<file path="src/pkg/rcf_pkg.sv">
package rcf_pkg;
    // ------------------------------------------------------------
    // register map (byte addresses)
    // ------------------------------------------------------------
    localparam logic [7:0] OFS_PWR_CTRL  = 8'h00;
    localparam logic [7:0] OFS_CORE_STAT = 8'h04;
    localparam logic [7:0] OFS_IRQ_STAT  = 8'h08;
    localparam logic [7:0] OFS_IRQ_MASK  = 8'h0c;
    localparam logic [7:0] OFS_CONFIG    = 8'h10;
    // ------------------------------------------------------------
    // field positions
    // ------------------------------------------------------------
    localparam int BIT_STK_OVER  = 7;
    localparam int BIT_STK_UNDER = 6;
    localparam int BIT_PIN_RST   = 3;
    localparam int BIT_SOFT_RST  = 2;
    localparam int BIT_PWR_ON    = 1;
    localparam int BIT_BROWNOUT  = 0;
    localparam int BIT_TIMEOUT   = 4;
    localparam int BIT_PWRDOWN   = 3;
    localparam int BIT_SFR_EN    = 0;
    // implemented bits of the power control register
    localparam logic [7:0] PWR_IMPL_MASK = 8'hcf;
    // ------------------------------------------------------------
    // reset values
    // ------------------------------------------------------------
    // power-on: stack 00, pin 1, soft 1, power-on 0, brownout picked 0
    localparam logic [7:0] PWR_POR_VAL = 8'h0c;
    localparam logic [1:0] STAT_POR_VAL = 2'h3;
    localparam logic       SFR_EN_RST   = 1'h1;
    localparam int         EVT_W        = 8;
    // ------------------------------------------------------------
    // selected cause: EV_NONE, then highest priority first
    // ------------------------------------------------------------
    typedef enum logic [8:0] {
        EV_NONE  = 9'h001,
        EV_POR   = 9'h002,
        EV_BROWN = 9'h004,
        EV_PIN   = 9'h008,
        EV_WDOG  = 9'h010,
        EV_OVF   = 9'h020,
        EV_UNF   = 9'h040,
        EV_SOFT  = 9'h080,
        EV_WAKE  = 9'h100
    } rcf_evt_t;
endpackage : rcf_pkg

</file>
<file path="src/pkg/rcf_reg_if.sv">
`timescale 1ns/1ps
interface rcf_reg_if;
    logic        wr_stb;
    logic        rd_stb;
    logic [7:0]  wr_addr;
    logic [7:0]  rd_addr;
    logic [31:0] wdata;
    logic        wlane0;
    logic [31:0] rdata;
    logic        wr_err;
    logic        rd_err;
    modport bus (output wr_stb, rd_stb, wr_addr, rd_addr, wdata, wlane0,
                 input  rdata, wr_err, rd_err);
    modport regs (input  wr_stb, rd_stb, wr_addr, rd_addr, wdata, wlane0,
                  output rdata, wr_err, rd_err);
endinterface : rcf_reg_if
</file>
<file path="src/hw/rcf_axil_slave.sv">
`timescale 1ns/1ps
module rcf_axil_slave (
    input  wire logic        clk_i,
    input  wire logic        sys_rst_i,
    input  wire logic [7:0]  awaddr,
    input  wire logic        awvalid,
    output logic             awready,
    input  wire logic [31:0] wdata,
    input  wire logic [3:0]  wstrb,
    input  wire logic        wvalid,
    output logic             wready,
    output logic [1:0]       bresp,
    output logic             bvalid,
    input  wire logic        bready,
    input  wire logic [7:0]  araddr,
    input  wire logic        arvalid,
    output logic             arready,
    output logic [31:0]      rdata,
    output logic [1:0]       rresp,
    output logic             rvalid,
    input  wire logic        rready,
    rcf_reg_if.bus           rif
);
    logic        aw_q, w_q;
    logic [7:0]  awaddr_q;
    logic [31:0] wdata_q;
    logic        lane0_q;
    // ------------------------------------------------------------
    // write: address and data taken in either order
    // ------------------------------------------------------------
    // ready flags are flops so the top's bus outputs come from registers
    assign aw_q        = !awready;
    assign w_q         = !wready;
    assign rif.wr_stb  = aw_q && w_q && !bvalid;
    assign rif.wr_addr = awaddr_q;
    assign rif.wdata   = wdata_q;
    assign rif.wlane0  = lane0_q;
    always_ff @(posedge clk_i) begin
        if (sys_rst_i) begin
            awready  <= 1'b1;
            wready   <= 1'b1;
            awaddr_q <= 8'h00;
            wdata_q  <= 32'h0000_0000;
            lane0_q  <= 1'b0;
            bvalid   <= 1'b0;
            bresp    <= 2'h0;
        end else begin
            if (awvalid && awready) begin
                awready  <= 1'b0;
                awaddr_q <= awaddr;
            end
            if (wvalid && wready) begin
                wready  <= 1'b0;
                wdata_q <= wdata;
                lane0_q <= wstrb[0];
            end
            if (rif.wr_stb) begin
                awready <= 1'b1;
                wready  <= 1'b1;
                bvalid  <= 1'b1;
                bresp  <= rif.wr_err ? 2'h2 : 2'h0;
            end else if (bvalid && bready) begin
                bvalid <= 1'b0;
            end
        end
    end
    // ------------------------------------------------------------
    // read: data sampled at the address handshake
    // ------------------------------------------------------------
    assign rif.rd_stb  = arvalid && arready;
    assign rif.rd_addr = araddr;
    always_ff @(posedge clk_i) begin
        if (sys_rst_i) begin
            arready <= 1'b1;
            rvalid  <= 1'b0;
            rdata   <= 32'h0000_0000;
            rresp   <= 2'h0;
        end else if (rif.rd_stb) begin
            arready <= 1'b0;
            rvalid  <= 1'b1;
            rdata   <= rif.rdata;
            rresp   <= rif.rd_err ? 2'h2 : 2'h0;
        end else if (rvalid && rready) begin
            arready <= 1'b1;
            rvalid  <= 1'b0;
        end
    end
endmodule : rcf_axil_slave

</file>
<file path="src/hw/rcf_irq_status.sv">
`timescale 1ns/1ps
module rcf_irq_status #(
    parameter int W = 8
) (
    input  wire logic         clk_i,
    input  wire logic         sys_rst_i,
    input  wire logic [W-1:0] evt_i,
    input  wire logic         rd_clr_i,
    input  wire logic         mask_wr_i,
    input  wire logic [W-1:0] mask_i,
    output logic [W-1:0]      status_o,
    output logic [W-1:0]      mask_o,
    output logic              irq_o
);
    logic [W-1:0] status_d, mask_d;
    // an event landing with the read-clear stays set
    assign status_d = (rd_clr_i ? '0 : status_o) | evt_i;
    assign mask_d   = mask_wr_i ? mask_i : mask_o;
    always_ff @(posedge clk_i) begin
        if (sys_rst_i) begin
            status_o <= '0;
            mask_o   <= '0;
            irq_o    <= 1'b0;
        end else begin
            status_o <= status_d;
            mask_o   <= mask_d;
            irq_o    <= |(status_d & mask_d);
        end
    end
endmodule : rcf_irq_status

</file>
<file path="src/hw/rcf_top.sv">
// The register offsets and the AXI4-Lite register port were chosen for this implementation.
`timescale 1ns/1ps
// ----------------------------------------------------------------
// Functional notes
// - every reset or wake updates cause bits
// - power-on: pc 0, timeout and powerdown set
// - brown-out: pc 0, timeout set, brownout cleared
// - watchdog clears timeout; sleep wake also powerdown
// - interrupt wake: timeout 1, powerdown 0, next
// - interrupt wake with irq enable: next, then vector
// - pin reset clears pin flag; sleep sets timeout
// - reset instruction clears soft flag only
// - enabled stack overflow sets overflow flag
// - enabled stack underflow sets underflow flag
// - stack flags hardware set, firmware zero clears
// - six flags, bits 5 and 4 zero
// - pin flag hardware cleared, firmware set
// - unimplemented status bits read zero
// - stack faults reset only when enabled
// ----------------------------------------------------------------
module rcf_top #(
    parameter int PC_W = 15
) (
    input  wire logic            clk_i,
    input  wire logic            sys_rst_i,
    input  wire logic            por_evt_i,
    input  wire logic            brown_evt_i,
    input  wire logic            ext_pin_rst_i,
    input  wire logic            wdog_timeout_i,
    input  wire logic            reset_instr_i,
    input  wire logic            stack_over_i,
    input  wire logic            stack_under_i,
    input  wire logic            irq_wake_i,
    input  wire logic            in_sleep_i,
    input  wire logic            global_irq_enable_i,
    input  wire logic [PC_W-1:0] pc_i,
    output logic                 pc_load_o,
    output logic [PC_W-1:0]      pc_value_o,
    output logic                 vec_after_next_o,
    output logic                 irq_o,
    input  wire logic [7:0]      s_axi_awaddr,
    input  wire logic            s_axi_awvalid,
    output logic                 s_axi_awready,
    input  wire logic [31:0]     s_axi_wdata,
    input  wire logic [3:0]      s_axi_wstrb,
    input  wire logic            s_axi_wvalid,
    output logic                 s_axi_wready,
    output logic [1:0]           s_axi_bresp,
    output logic                 s_axi_bvalid,
    input  wire logic            s_axi_bready,
    input  wire logic [7:0]      s_axi_araddr,
    input  wire logic            s_axi_arvalid,
    output logic                 s_axi_arready,
    output logic [31:0]          s_axi_rdata,
    output logic [1:0]           s_axi_rresp,
    output logic                 s_axi_rvalid,
    input  wire logic            s_axi_rready
);
    rcf_reg_if rif ();

    logic [7:0]      pwr_q, pwr_d;
    logic [1:0]      stat_q, stat_d;
    logic            sfr_en_q;
    logic            pc_load_d, vec_d;
    logic [PC_W-1:0] pc_val_d;
    logic [rcf_pkg::EVT_W-1:0] irq_stat, irq_mask;

    // ------------------------------------------------------------
    // bus slave and event status
    // ------------------------------------------------------------
    rcf_axil_slave u_bus (
        .clk_i     (clk_i),
        .sys_rst_i (sys_rst_i),
        .awaddr    (s_axi_awaddr),
        .awvalid   (s_axi_awvalid),
        .awready   (s_axi_awready),
        .wdata     (s_axi_wdata),
        .wstrb     (s_axi_wstrb),
        .wvalid    (s_axi_wvalid),
        .wready    (s_axi_wready),
        .bresp     (s_axi_bresp),
        .bvalid    (s_axi_bvalid),
        .bready    (s_axi_bready),
        .araddr    (s_axi_araddr),
        .arvalid   (s_axi_arvalid),
        .arready   (s_axi_arready),
        .rdata     (s_axi_rdata),
        .rresp     (s_axi_rresp),
        .rvalid    (s_axi_rvalid),
        .rready    (s_axi_rready),
        .rif       (rif.bus)
    );

    // ------------------------------------------------------------
    // cause selection
    // ------------------------------------------------------------
    wire ev_ovf  = stack_over_i && sfr_en_q;
    wire ev_unf  = stack_under_i && sfr_en_q;
    wire ev_wake = irq_wake_i && in_sleep_i;
    wire ev_wdog = wdog_timeout_i;
    rcf_pkg::rcf_evt_t sel;
    assign sel = por_evt_i     ? rcf_pkg::EV_POR   :
                 brown_evt_i   ? rcf_pkg::EV_BROWN :
                 ext_pin_rst_i ? rcf_pkg::EV_PIN   :
                 ev_wdog       ? rcf_pkg::EV_WDOG  :
                 ev_ovf        ? rcf_pkg::EV_OVF   :
                 ev_unf        ? rcf_pkg::EV_UNF   :
                 reset_instr_i ? rcf_pkg::EV_SOFT  :
                 ev_wake       ? rcf_pkg::EV_WAKE  : rcf_pkg::EV_NONE;
    wire [rcf_pkg::EVT_W-1:0] evt_vec = {ev_wake, reset_instr_i, ev_unf,
        ev_ovf, ev_wdog, ext_pin_rst_i, brown_evt_i, por_evt_i};

    // ------------------------------------------------------------
    // register decode
    // ------------------------------------------------------------
    wire wr_pwr  = rif.wr_stb && rif.wlane0
                   && rif.wr_addr == rcf_pkg::OFS_PWR_CTRL;
    wire wr_mask = rif.wr_stb && rif.wlane0
                   && rif.wr_addr == rcf_pkg::OFS_IRQ_MASK;
    wire wr_cfg  = rif.wr_stb && rif.wlane0
                   && rif.wr_addr == rcf_pkg::OFS_CONFIG;
    wire rd_ist  = rif.rd_stb && rif.rd_addr == rcf_pkg::OFS_IRQ_STAT;
    wire wr_ok   = rif.wr_addr == rcf_pkg::OFS_PWR_CTRL
                   || rif.wr_addr == rcf_pkg::OFS_CORE_STAT
                   || rif.wr_addr == rcf_pkg::OFS_IRQ_MASK
                   || rif.wr_addr == rcf_pkg::OFS_CONFIG;
    wire rd_ok   = rif.rd_addr == rcf_pkg::OFS_PWR_CTRL
                   || rif.rd_addr == rcf_pkg::OFS_CORE_STAT
                   || rif.rd_addr == rcf_pkg::OFS_IRQ_STAT
                   || rif.rd_addr == rcf_pkg::OFS_IRQ_MASK
                   || rif.rd_addr == rcf_pkg::OFS_CONFIG;
    assign rif.wr_err = !wr_ok;
    assign rif.rd_err = !rd_ok;
    // status register is read-only; only timeout and powerdown exist
    wire [31:0] stat_word = {27'h0, stat_q, 3'h0};
    wire [31:0] pwr_word  = {24'h0, pwr_q & rcf_pkg::PWR_IMPL_MASK};
    assign rif.rdata =
        rif.rd_addr == rcf_pkg::OFS_PWR_CTRL  ? pwr_word  :
        rif.rd_addr == rcf_pkg::OFS_CORE_STAT ? stat_word :
        rif.rd_addr == rcf_pkg::OFS_IRQ_STAT  ? {24'h0, irq_stat} :
        rif.rd_addr == rcf_pkg::OFS_IRQ_MASK  ? {24'h0, irq_mask} :
        rif.rd_addr == rcf_pkg::OFS_CONFIG    ? {31'h0, sfr_en_q} :
                                                32'h0000_0000;

    // firmware view first; hardware events overlay it below
    wire [7:0] wv = rif.wdata[7:0];
    wire [7:0] pwr_fw = !wr_pwr ? pwr_q :
        {pwr_q[7] & wv[7], pwr_q[6] & wv[6],
         2'h0, wv[3:0]};

    // ------------------------------------------------------------
    // per-cause updates
    // ------------------------------------------------------------
    always_comb begin
        pwr_d     = pwr_fw;
        stat_d    = stat_q;
        pc_load_d = 1'b1;
        pc_val_d  = '0;
        vec_d     = 1'b0;
        case (sel)
            rcf_pkg::EV_POR: begin
                pwr_d  = rcf_pkg::PWR_POR_VAL;
                stat_d = rcf_pkg::STAT_POR_VAL;
            end
            rcf_pkg::EV_BROWN: begin
                pwr_d  = {2'b00, 2'b00, 2'b11, pwr_q[1], 1'b0};
                stat_d = 2'b11;
            end
            rcf_pkg::EV_PIN: begin
                pwr_d[rcf_pkg::BIT_PIN_RST] = 1'b0;
                if (in_sleep_i) begin
                    stat_d = 2'b10;
                end
            end
            rcf_pkg::EV_WDOG: begin
                stat_d[1] = 1'b0;
                if (in_sleep_i) begin
                    stat_d[0] = 1'b0;
                    pc_val_d  = PC_W'(pc_i + 1'b1);
                end
            end
            rcf_pkg::EV_OVF: begin
                pwr_d[rcf_pkg::BIT_STK_OVER] = 1'b1;
            end
            rcf_pkg::EV_UNF: begin
                pwr_d[rcf_pkg::BIT_STK_UNDER] = 1'b1;
            end
            rcf_pkg::EV_SOFT: begin
                pwr_d[rcf_pkg::BIT_SOFT_RST] = 1'b0;
            end
            rcf_pkg::EV_WAKE: begin
                stat_d   = 2'b10;
                pc_val_d = PC_W'(pc_i + 1'b1);
                vec_d    = global_irq_enable_i;
            end
            default: begin
                pc_load_d = 1'b0;
            end
        endcase
    end

    // ------------------------------------------------------------
    // state
    // ------------------------------------------------------------
    // flags and pc move on the same edge, so the core never fetches
    // ahead of a half-updated cause record
    always_ff @(posedge clk_i) begin
        if (sys_rst_i) begin
            pwr_q <= rcf_pkg::PWR_POR_VAL;
            stat_q <= rcf_pkg::STAT_POR_VAL;
            sfr_en_q <= rcf_pkg::SFR_EN_RST;
            pc_load_o <= 1'b0;
            pc_value_o <= '0;
            vec_after_next_o <= 1'b0;
        end else begin
            pwr_q <= pwr_d & rcf_pkg::PWR_IMPL_MASK;
            stat_q <= stat_d;
            sfr_en_q <= wr_cfg ? wv[rcf_pkg::BIT_SFR_EN] : sfr_en_q;
            pc_load_o <= pc_load_d;
            pc_value_o <= pc_val_d;
            vec_after_next_o <= vec_d;
        end
    end

    rcf_irq_status #(.W(rcf_pkg::EVT_W)) u_irq (
        .clk_i     (clk_i),
        .sys_rst_i (sys_rst_i),
        .evt_i     (evt_vec),
        .rd_clr_i  (rd_ist),
        .mask_wr_i (wr_mask),
        .mask_i    (wv),
        .status_o  (irq_stat),
        .mask_o    (irq_mask),
        .irq_o     (irq_o)
    );
endmodule : rcf_top

</file>
<file path="config.mk">
export PLATFORM = sky130hd
export DESIGN_NAME = rcf_top
export DESIGN_NICKNAME = d
export VERILOG_FILES = /design/src/pkg/rcf_pkg.sv /design/src/pkg/rcf_reg_if.sv /design/src/hw/rcf_axil_slave.sv /design/src/hw/rcf_irq_status.sv /design/src/hw/rcf_top.sv
export SDC_FILE = /design/constraint.sdc
export NUM_CORES = 1
export LEC_CHECK = 0
export ABC_AREA = 1
export BUFFER_PORTS_ARGS = -buffer_cell sky130_fd_sc_hd__buf_2
export CAP_MARGIN = 40
export CORE_ASPECT_RATIO = 0.6
export CORE_MARGIN = 2
export CORE_UTILIZATION = 39
export DETAILED_ROUTE_END_ITERATION = 10
export HOLD_SLACK_MARGIN = 0.1
export PLACE_DENSITY = 0.72
export REMOVE_ABC_BUFFERS = 1
export SYNTH_ARGS = -nofsm -noshare
export SYNTH_HDL_FRONTEND = slang
export SYNTH_SLANG_ARGS = --single-unit
</file>
<file path="constraint.sdc">
create_clock -name clk_i -period 2.6 [get_ports clk_i]
set_input_delay 0.52 -clock clk_i [delete_from_list [all_inputs] [get_ports clk_i]]
set_output_delay 0.52 -clock clk_i [all_outputs]
set_load 0.02 [all_outputs]
</file>
; Yosys cells after proc, flatten, opt, wreduce, memory -nomap -nowiden
; Cells that the tools add are included.
[word_totals]
memories = 0
latch_bits = 0
elab_cells = 130
register_bits = 103
ram_bits = 0
in_bits = 84
mem_bits_ro = 0
[classes]
n_bitwise = 6
eq_ne = 17
shifts = 0
mux = 35
div_mod_pow = 0
mul = 0
n_reduce_logical = 44
n_lt_le_gt_ge = 0
add_sub_neg = 1
[op_table]
columns = cell, count
row1 = 9-bit two-way mux, 8
row2 = 8-bit two-way mux, 7
row3 = 15-bit one-hot mux with 2 select lines, 1
row4 = 8-bit by 4-bit equality test with 1-bit output (second input constant), 3
row5 = 8-bit by 3-bit equality test with 1-bit output (second input constant), 2
row6 = 8-bit by 5-bit equality test with 1-bit output (second input constant), 2
row7 = 8-bit logical NOT, 2
row8 = 8-bit OR reduction, 2
row9 = 15-bit by 1-bit adder with 15-bit output (second input constant), 1
row10 = 1-bit logical AND, 15
row11 = 15-bit two-way mux, 1
row12 = 3-bit nonzero test, 5
row13 = 9-bit by 2-bit equality test with 1-bit output (second input constant), 1
row14 = 9-bit by 3-bit equality test with 1-bit output (second input constant), 1
row15 = 9-bit by 4-bit equality test with 1-bit output (second input constant), 1
row16 = 9-bit by 5-bit equality test with 1-bit output (second input constant), 1
row17 = 9-bit by 6-bit equality test with 1-bit output (second input constant), 1
row18 = 9-bit by 7-bit equality test with 1-bit output (second input constant), 1
row19 = 9-bit by 8-bit equality test with 1-bit output (second input constant), 1
row20 = 9-bit equality test (second input constant), 1
row21 = 1-bit two-way mux, 9
row22 = 8-bit bitwise AND, 1
row23 = 8-bit OR, 1
row24 = 1-bit one-hot mux with 2 select lines, 4
row25 = other kinds (13), 31

; Logic depth before layout (Yosys ltp)
; Gate-level depths: netlist of the first run.
[depth]
ltp_word = 13
depth_mapped = 11
mapped_depth_nobuf = 11

; Hierarchy
; From an unflattened synthesis of the first run, not the netlist that was laid out.
[unflattened]
cells_unflattened = 718
area_unflattened_um2 = 5187.5
[modules_own_cells]
columns = mod, area_per_inst_um2, instances, seq_area_each_um2, cells_each
row1 = rcf_axil_slave, 2866.5, 1, 1601.5, 363
row2 = rcf_top, 1619.1, 1, 520.5, 254
row3 = rcf_irq_status, 701.9, 1, 340.3, 101

; Least setup slack after synthesis of the first run
; No wires, ideal clock.
[synth_path]
path_kind = input -> register
from = input pc_i[0]
to = register pc_value_o[12]
arrival_ns = 1.395
path_buffers = 0
required_time_ns = 2.485
slack_ns = 1.090
path_stages = 7
setup_time_ns = 0.115
cell_sequence = ha_1 -> nand3_1 -> nor2_2 -> nand4_1 -> nor3_1 -> xnor2_1 -> nor2_1
[synth_between]
elab_chain_len = 3
[synth_lines]
columns = element, line
row1 = from (decl), rcf_top.sv:36  ; input wire logic [PC_W-1:0] pc_i,
row2 = 15-bit by 1-bit adder with 15-bit output *, "rcf_top.sv:179, rcf_top.sv:193"
row3 = 15-bit two-way mux, rcf_top.sv:177  ; if (in_sleep_i) begin
row4 = 15-bit one-hot mux with 2 select lines *, rcf_top.sv:160  ; case (sel)
row5 = to (signal assigned), rcf_top.sv:220  ; pc_value_o <= pc_val_d;
row6 = to (decl), rcf_top.sv:38  ; output logic [PC_W-1:0] pc_value_o,
; Every way passes the cells marked *; elsewhere a longest branch is shown, timed or not.
; A chain may end at the register's enable or synchronous reset.

; Worst setup path after layout of the first run
[layout_path]
from = input s_axi_araddr[0]
to = register u_irq.irq_o
[layout_between]
elab_chain_len = 6
[layout_lines]
columns = element, line
row1 = from (decl), rcf_top.sv:51  ; input wire logic [7:0] s_axi_araddr,
row2 = 8-bit by 4-bit equality test with 1-bit output, rcf_top.sv:122  ; wire rd_ist = rif.rd_stb && rif.rd_addr == rcf_pkg::OFS_IRQ_STAT;
row3 = 1-bit logical AND, rcf_top.sv:122
row4 = 8-bit two-way mux, rcf_irq_status.sv:17  ; assign status_d = (rd_clr_i ? '0 : status_o) | evt_i;
row5 = 8-bit OR, rcf_irq_status.sv:17
row6 = 8-bit bitwise AND, rcf_irq_status.sv:27  ; irq_o <= |(status_d & mask_d);
row7 = 8-bit OR reduction, rcf_irq_status.sv:27
row8 = to (signal assigned), rcf_irq_status.sv:27
row9 = to (decl), rcf_irq_status.sv:13  ; output logic irq_o
; Every way passes these cells.

==> metrics.csv, run 1 <==
metric,value,unit
status,"complete, no violations",
routed vias/inst,4.982,
Slowest cell on crit path,nor2_4,
Post-synth EDFFs,0,
worst min path class,input pin to register,
total CTS buffers,9,
max_cap viols,0,
post-synthesis async set-or-reset flop share,0,%
CTS tree,built,
Slew headroom,61.13,%
number of synthesized register bits,75,
die span in y,77.33,µm
R2R Path Start,sfr_en_q,
"CP delay by family, top",simple AND/OR/NAND/NOR gates,
XOR/XNOR share of the synthesized area,2.506,%
# setup viols final,0,
Synth cell types,40,
max-slew violation count,0,
Post-DRT Antenna Nets,0,
PortBufs,89,
worst stage delay on the critical path,0.29,ns
period utilisation layout,63.38,%
Setup Buffers After CTS,0,
first-pass GRT wire length,14730,µm
actual slew at the worst max-slew pin,0.5799,ns
mapped cell area,3495,µm²
maximum VDD drop,0.3076,mV
H-Tree Level Count,3,
Post-DP Area,3940,µm²
"Avg Cell Area, Syn",7.467,µm²
Die X-Extent,126.2,µm
hold_sp,pc_i[0],
Most common cell on crit path,nand2_1,
Critical Path AT,1.83,ns
Root Buffer Master,clkbuf_16,
Std-Cell Rows,26,
"Net count, final",643,
power density cells,665.2,nW/µm²
diode count,0,
clk sinks,75,
cells along the critical path,buf_2 > inv_1 > nand2_1 > nor2_4 > nand3_4 > nand2_1 > nand2_1 > nand2_1 > nand2_1 > nor2_1 > a21oi_1,
number of global-route vias before repair,2965,
CTS Buffer Depth,2,
Overflow after GRT,0,
total track usage,19.28,%
final core occ,49.20,%
total wire length,9172,µm
leakage,2.027,nW
Critical Path Fanout Max,9,
Compound-Gate Fraction of Synth Area,13.35,%
largest net degree at the start of global routing,30,
post-DR wirelength/cell,13.63,µm
CP Buf/Inv Count,2,
DP HPWL,7062,µm
Synth area leader,dfxtp_1,
RSZ-0062 raised after global routing,no,
minimum clock period,1.648,ns
initial core utilization,40.54,%
TNS Setup,0,ns
worst-skew pair later-pin latency,0.33,ns
die area,9759,µm²
hold_buf cts,0,
post-synthesis sequential area ratio,42.96,%
layout cell share with drive strength beyond 1,23.35,%
largest family of logic cells by synthesized area,simple AND/OR/NAND/NOR gates,
"Clk pin slew, worst setup/hold paths",0.06,ns
Synth Area in Simple Gates,28.75,%
drt first pass iters,5,
initial antenna violation count,0,
mux contribution to synthesized area,0,%
Post-Synth Adder-Cell Area,0.3580,%
Post-CTS Resized,0,
Iteration-0 DRC Markers,298,
RePlAce Congestion,0.9287,
top post-synthesis cells by area,"dfxtp_1, nand2_1, buf_4",
Synth Flop Type,dfxtp_1,
cell area after layout,4242,µm²
"Hold Vio Cnt, Final",0,
Ys Warns,0,
DRC,0,
Crit Path Class,input pin to register,
total power,2.821,mW
I/O Pins,143,
routed vias,3353,
Synth top area share,42.96,%
core area,8621,µm²
Startpoint Class,input pin,
Setup crit start,s_axi_araddr[0],
Critical Path RT,2.78,ns
Layout area overhead,21.37,%
Syn Inst Count,468,
f_max,606.9,MHz
Critical Path Sink Type,register,
clk_skew,0.003669,ns
hold slack,0.3734,ns
-- cells in the mapped netlist (all sizes together) (2+ instances only) --
cell type  number
nand2          95
dfxtp          75
nor2           62
nand3          42
inv            39
a21oi          35
o21ai          35
buf            31
clkbuf          9
a31oi           7
nor3            7
xor2            7
nand4           5
xnor2           3
nor4            2
o41ai           2
-- per-stage QoR --
| stage | setup slack [ns] | instances |
|---|---|---|
| finish | 0.9522 | 673 |
| global route | 0.7141 | 673 |
| CTS | 0.9546 | 673 |
| detailed placement | 0.6122 | 659 |
| global placement | 0.6264 | 659 |
| floorplan | 0.9713 | 453 |
-- layout by cell type (no fill, tap or decap), types with 3 or more instances in the layout --
master      n
a21oi_1    35
a31oi_1     7
buf_2      89
buf_4       5
clkbuf_16   9
clkbuf_8    3
conb_1     26
dfxtp_1    75
inv_1      34
inv_2       5
nand2_1    91
nand2_2     4
nand3_1    39
nand4_1     5
nor2_1     53
nor2_2      3
nor2_4      5
nor3_1      6
o21ai_0    34
xnor2_1     3
xor2_1      7
-- flip-flops by register name (all words and copies together) (netlist names) --
signal,cells
pc_load_o,1
u_bus.rdata,8
stat_q,2
u_irq.status_o,8
u_bus.wready,1
u_irq.mask_o,8
u_bus.awready,1
pwr_q,6
u_bus.rif.wlane0,1
u_bus.rif.wr_addr,8
u_bus.rif.wdata,8
pc_value_o,15
u_bus.arready,1
u_irq.irq_o,1
vec_after_next_o,1
u_bus.bresp,1
u_bus.bvalid,1
sfr_en_q,1
u_bus.rresp,1
u_bus.rvalid,1
-- layout make-up --
cell class / count / area [µm²]
Sequential cell: 75 / 1501
Clock inverter: 2 / 35.03
Timing Repair Buffer: 94 / 483.0
Multi-Input combinational cell: 339 / 1669
Tap cell: 112 / 140.1
Clock buffer: 12 / 266.5
Fill cell: 842 / 4379
Inverter: 39 / 146.4
-- kinds of logic (layout without fill, tap and decap cells) --
| logic type | count (synthesis) | after routing |
|---|---|---|
| other cells | 1 | 26 |
| buf+inv | 79 | 147 |
| fa+ha+maj | 1 | 1 |
| compound gates | 86 | 86 |
| flops | 75 | 75 |
| xor+xnor | 10 | 10 |
| simple gates | 216 | 216 |
-- path summary, 6_finish.rpt --
check	to	cells after the start	slack, ns
worst min register to register	u_bus.bresp[1]	2	0.46
worst min-delay path	pc_value_o[0]	2	0.37
worst max-delay path	u_irq.irq_o	11	0.95
worst max register to register	pc_value_o[4]	7	0.96
-- metal layers --
layer	share of wire, %	GRT usage (%)	wire length [µm]	vias to the layer above
li1	-	-	-	1664
met1	49	28.23	4449	1535
met2	41	26.18	3751	147
met3	10	8.095	921	7
met4	0.52	3.846	48	0
met5	0	0	0	-
-- report_power, final --
part | switching [mW] | internal [mW]
clock | 0.442 | 0.808
sequential | 0.0335 | 1.20
combinational | 0.228 | 0.106
total | 0.704 | 2.12
Note: power is estimated with default switching activity, not from simulation.
==> run 2: changes to the inputs <==
Settings changed: PLACE_DENSITY 0.72 to 0.74.
Clock period 2.6 ns to 1.4 ns, I/O delays scaled along.
==> run 2 against run 1 <==
The run now ends with negative setup slack left. Power increased by 82%. Register-to-register slack lost 1.1 ns. Count of clock-buffer cells in the layout is 1 lower. Cell count rose by 8.2%. Utilization increased by 7.5 points. Die area did not move. Clock skew hardly changed. Worst hold slack got worse by 0.22 ns. Sequential share of layout area is 4.6 points lower. Worst setup slack worse by 1.1 ns. Via count rose by 9.2%. Clock power rose by 64%.
==> metrics.csv, run 2 (same netlist as run 1, synthesis figures left out) <==
metric,value,unit,change
routed vias/inst,5.027,,+0.91%
Critical Path RT,1.61,ns,-1.17 ns
RePlAce Congestion,1.003,,+8.0%
Iteration-0 DRC Markers,386,,+30%
"Clk pin slew, worst setup/hold paths",0.06,ns,about the same
hold_buf cts,0,,unchanged
post-route setup slack,-0.1378,ns,-1.090 ns
# setup viols final,3,,+3
max reg flops,15,,unchanged
hold_sp,s_axi_bready,,
Crit Path Class,register to register,,
power density cells,1049,nW/µm²,+58%
total CTS buffers,9,,unchanged
"Net count, final",696,,+8.2%
status,"finished, violations left",,
worst min path class,input pin to register,,
layout cell share with drive strength beyond 1,34.90,%,+12 points
DP HPWL,7619,µm,+7.9%
"most common cell after layout, fill and taps aside",buf_2,,
initial antenna violation count,0,,unchanged
max-slew violation count,0,,unchanged
die area,9759,µm²,unchanged
largest net degree at the start of global routing,29,,-3.3%
filler instances,777,,-7.7%
hold slack,0.1556,ns,-0.2177 ns
number of global-route vias before repair,3415,,+15%
cell area after layout,4890,µm²,+15%
final core occ,56.72,%,+7.5 points
clk sinks,75,,unchanged
clk_skew,0.004141,ns,+0.0004722 ns
total track usage,21.31,%,+2.0 points
period utilisation layout,109.8,%,
f_max,650.3,MHz,
total power,5.129,mW,+82%
Critical Path Fanout Max,8,,-1
leakage,2.294,nW,+13%
Layout area overhead,39.92,%,
Post-DP Area,4290,µm²,+8.9%
maximum VDD drop,0.5667,mV,+84%
RSZ-0062 raised after global routing,yes,,
I/O Pins,143,,unchanged
total wire length,10720,µm,+17%
hold depth,2,,unchanged
Root Buffer Master,clkbuf_16,,
initial core utilization,40.54,%,unchanged
Startpoint Class,register,,
worst r2r path cells,10,,+3
first-pass GRT wire length,16510,µm,+12%
reg-to-reg endpoint,u_irq.irq_o,,
CTS tree,built,,
PortBufs,89,,unchanged
drt first pass iters,5,,unchanged
routed vias,3660,,+9.2%
Multi-input gate area,1886,µm²,+13%
post-DR wirelength/cell,14.72,µm,+8.0%
most frequent cells in the layout,"buf_2, nand2_1, dfxtp_1",,
Post-DRT Antenna Nets,0,,unchanged
CTS Buffer Depth,2,,unchanged
Final Non-Filler Cells,728,,+8.2%
TNS Setup,-0.2179,ns,-0.2179 ns
die span in y,77.33,µm,unchanged
R2R Path Start,u_bus.rif.wr_addr[1],,
worst stage delay on the critical path,0.33,ns,+0.04 ns
Std-Cell Rows,26,,unchanged
Worst Hold End,u_bus.bvalid,,
Critical Path AT,1.74,ns,-0.09 ns
worst slack at placement,-0.1213,ns,-0.7336 ns
core area,8621,µm²,unchanged
placed cell count,704,,+6.8%
Reg area,1506,µm²,+0.33%
worst-skew pair later-pin latency,0.33,ns,about the same
Slowest cell on crit path,dfxtp_2,,
cells along the critical path,nor2_4 > nand2_4 > nor2_8 > nand2_8 > nand2_4 > nand2_2 > nand2_1 > nand2_1 > nor2_2 > a21oi_2,,
failing checks,negative setup slack,,
Overflow after GRT,0,,unchanged
Die X-Extent,126.2,µm,unchanged
diode count,0,,unchanged
Critical Path Sink Type,register,,
Largest Register,pc_value_o,,
reg2reg setup slack,-0.14,ns,-1.10 ns
minimum clock period,1.538,ns,
H-Tree Level Count,3,,unchanged
"Hold Vio Cnt, Final",0,,unchanged
max_cap viols,0,,unchanged
DRC,0,,unchanged
## run 2: worst max path at each step
stage / from / end / slack, ns / cells after the start
final: u_bus.rif.wr_addr[1] / u_irq.irq_o / -0.14 / 10
after global routing: u_bus.rif.wr_addr[1] / u_irq.irq_o / -0.18 / 10
after global placement: pc_i[0] / pc_value_o[12] / -0.1 / 8
after detailed placement: pc_i[0] / pc_value_o[12] / -0.12 / 8
after CTS: u_bus.bvalid / u_irq.irq_o / -0.11 / 10
after floorplan: u_bus.arready / u_irq.irq_o / -0.15 / 9
## run 2: layer usage
layer | vias up | share of wire (%) | track usage [%]
met5 | - | 0 | 0
met4 | 0 | 2.7 | 7.253
met3 | 25 | 7.7 | 4.885
met2 | 169 | 46 | 33.01
met1 | 1678 | 44 | 29.30
li1 | 1788 | - | -
## run 2: final cells by class
| cell class | count | area share [%] |
|---|---|---|
| well taps | 112 | 2.866 |
| clock inverters | 5 | 0.6141 |
| multi-input cells | 339 | 38.56 |
| inverters | 39 | 2.994 |
| flip-flops and latches | 75 | 30.81 |
| repair buffers | 147 | 19.40 |
| clock buffers | 11 | 4.759 |
## run 2: repair_timing
| item | 4_1_cts | 5_1_grt |
|---|---|---|
| gates cloned | 0 | 1 |
| buffers inserted | 3 | 4 |
| pin swaps | 13 | 18 |
| resized for setup | 20 | 36 |
| endpoints found under the setup margin | 5 | 27 |
## run 2: power by group
| part | internal, mW | total (mW) | switching, mW |
|---|---|---|---|
| sequential | 2.24 | 2.32 | 0.0800 |
| clock | 1.19 | 2.05 | 0.863 |
| combinational | 0.277 | 0.760 | 0.483 |
## run 2: critical path: cells and delay by family, from the launching register on
kind	cells	cell delay (ns)
flip-flops	1	0.33
AO/OA/AOI/OAI	1	0.08
AND/OR/NAND/NOR	9	0.99
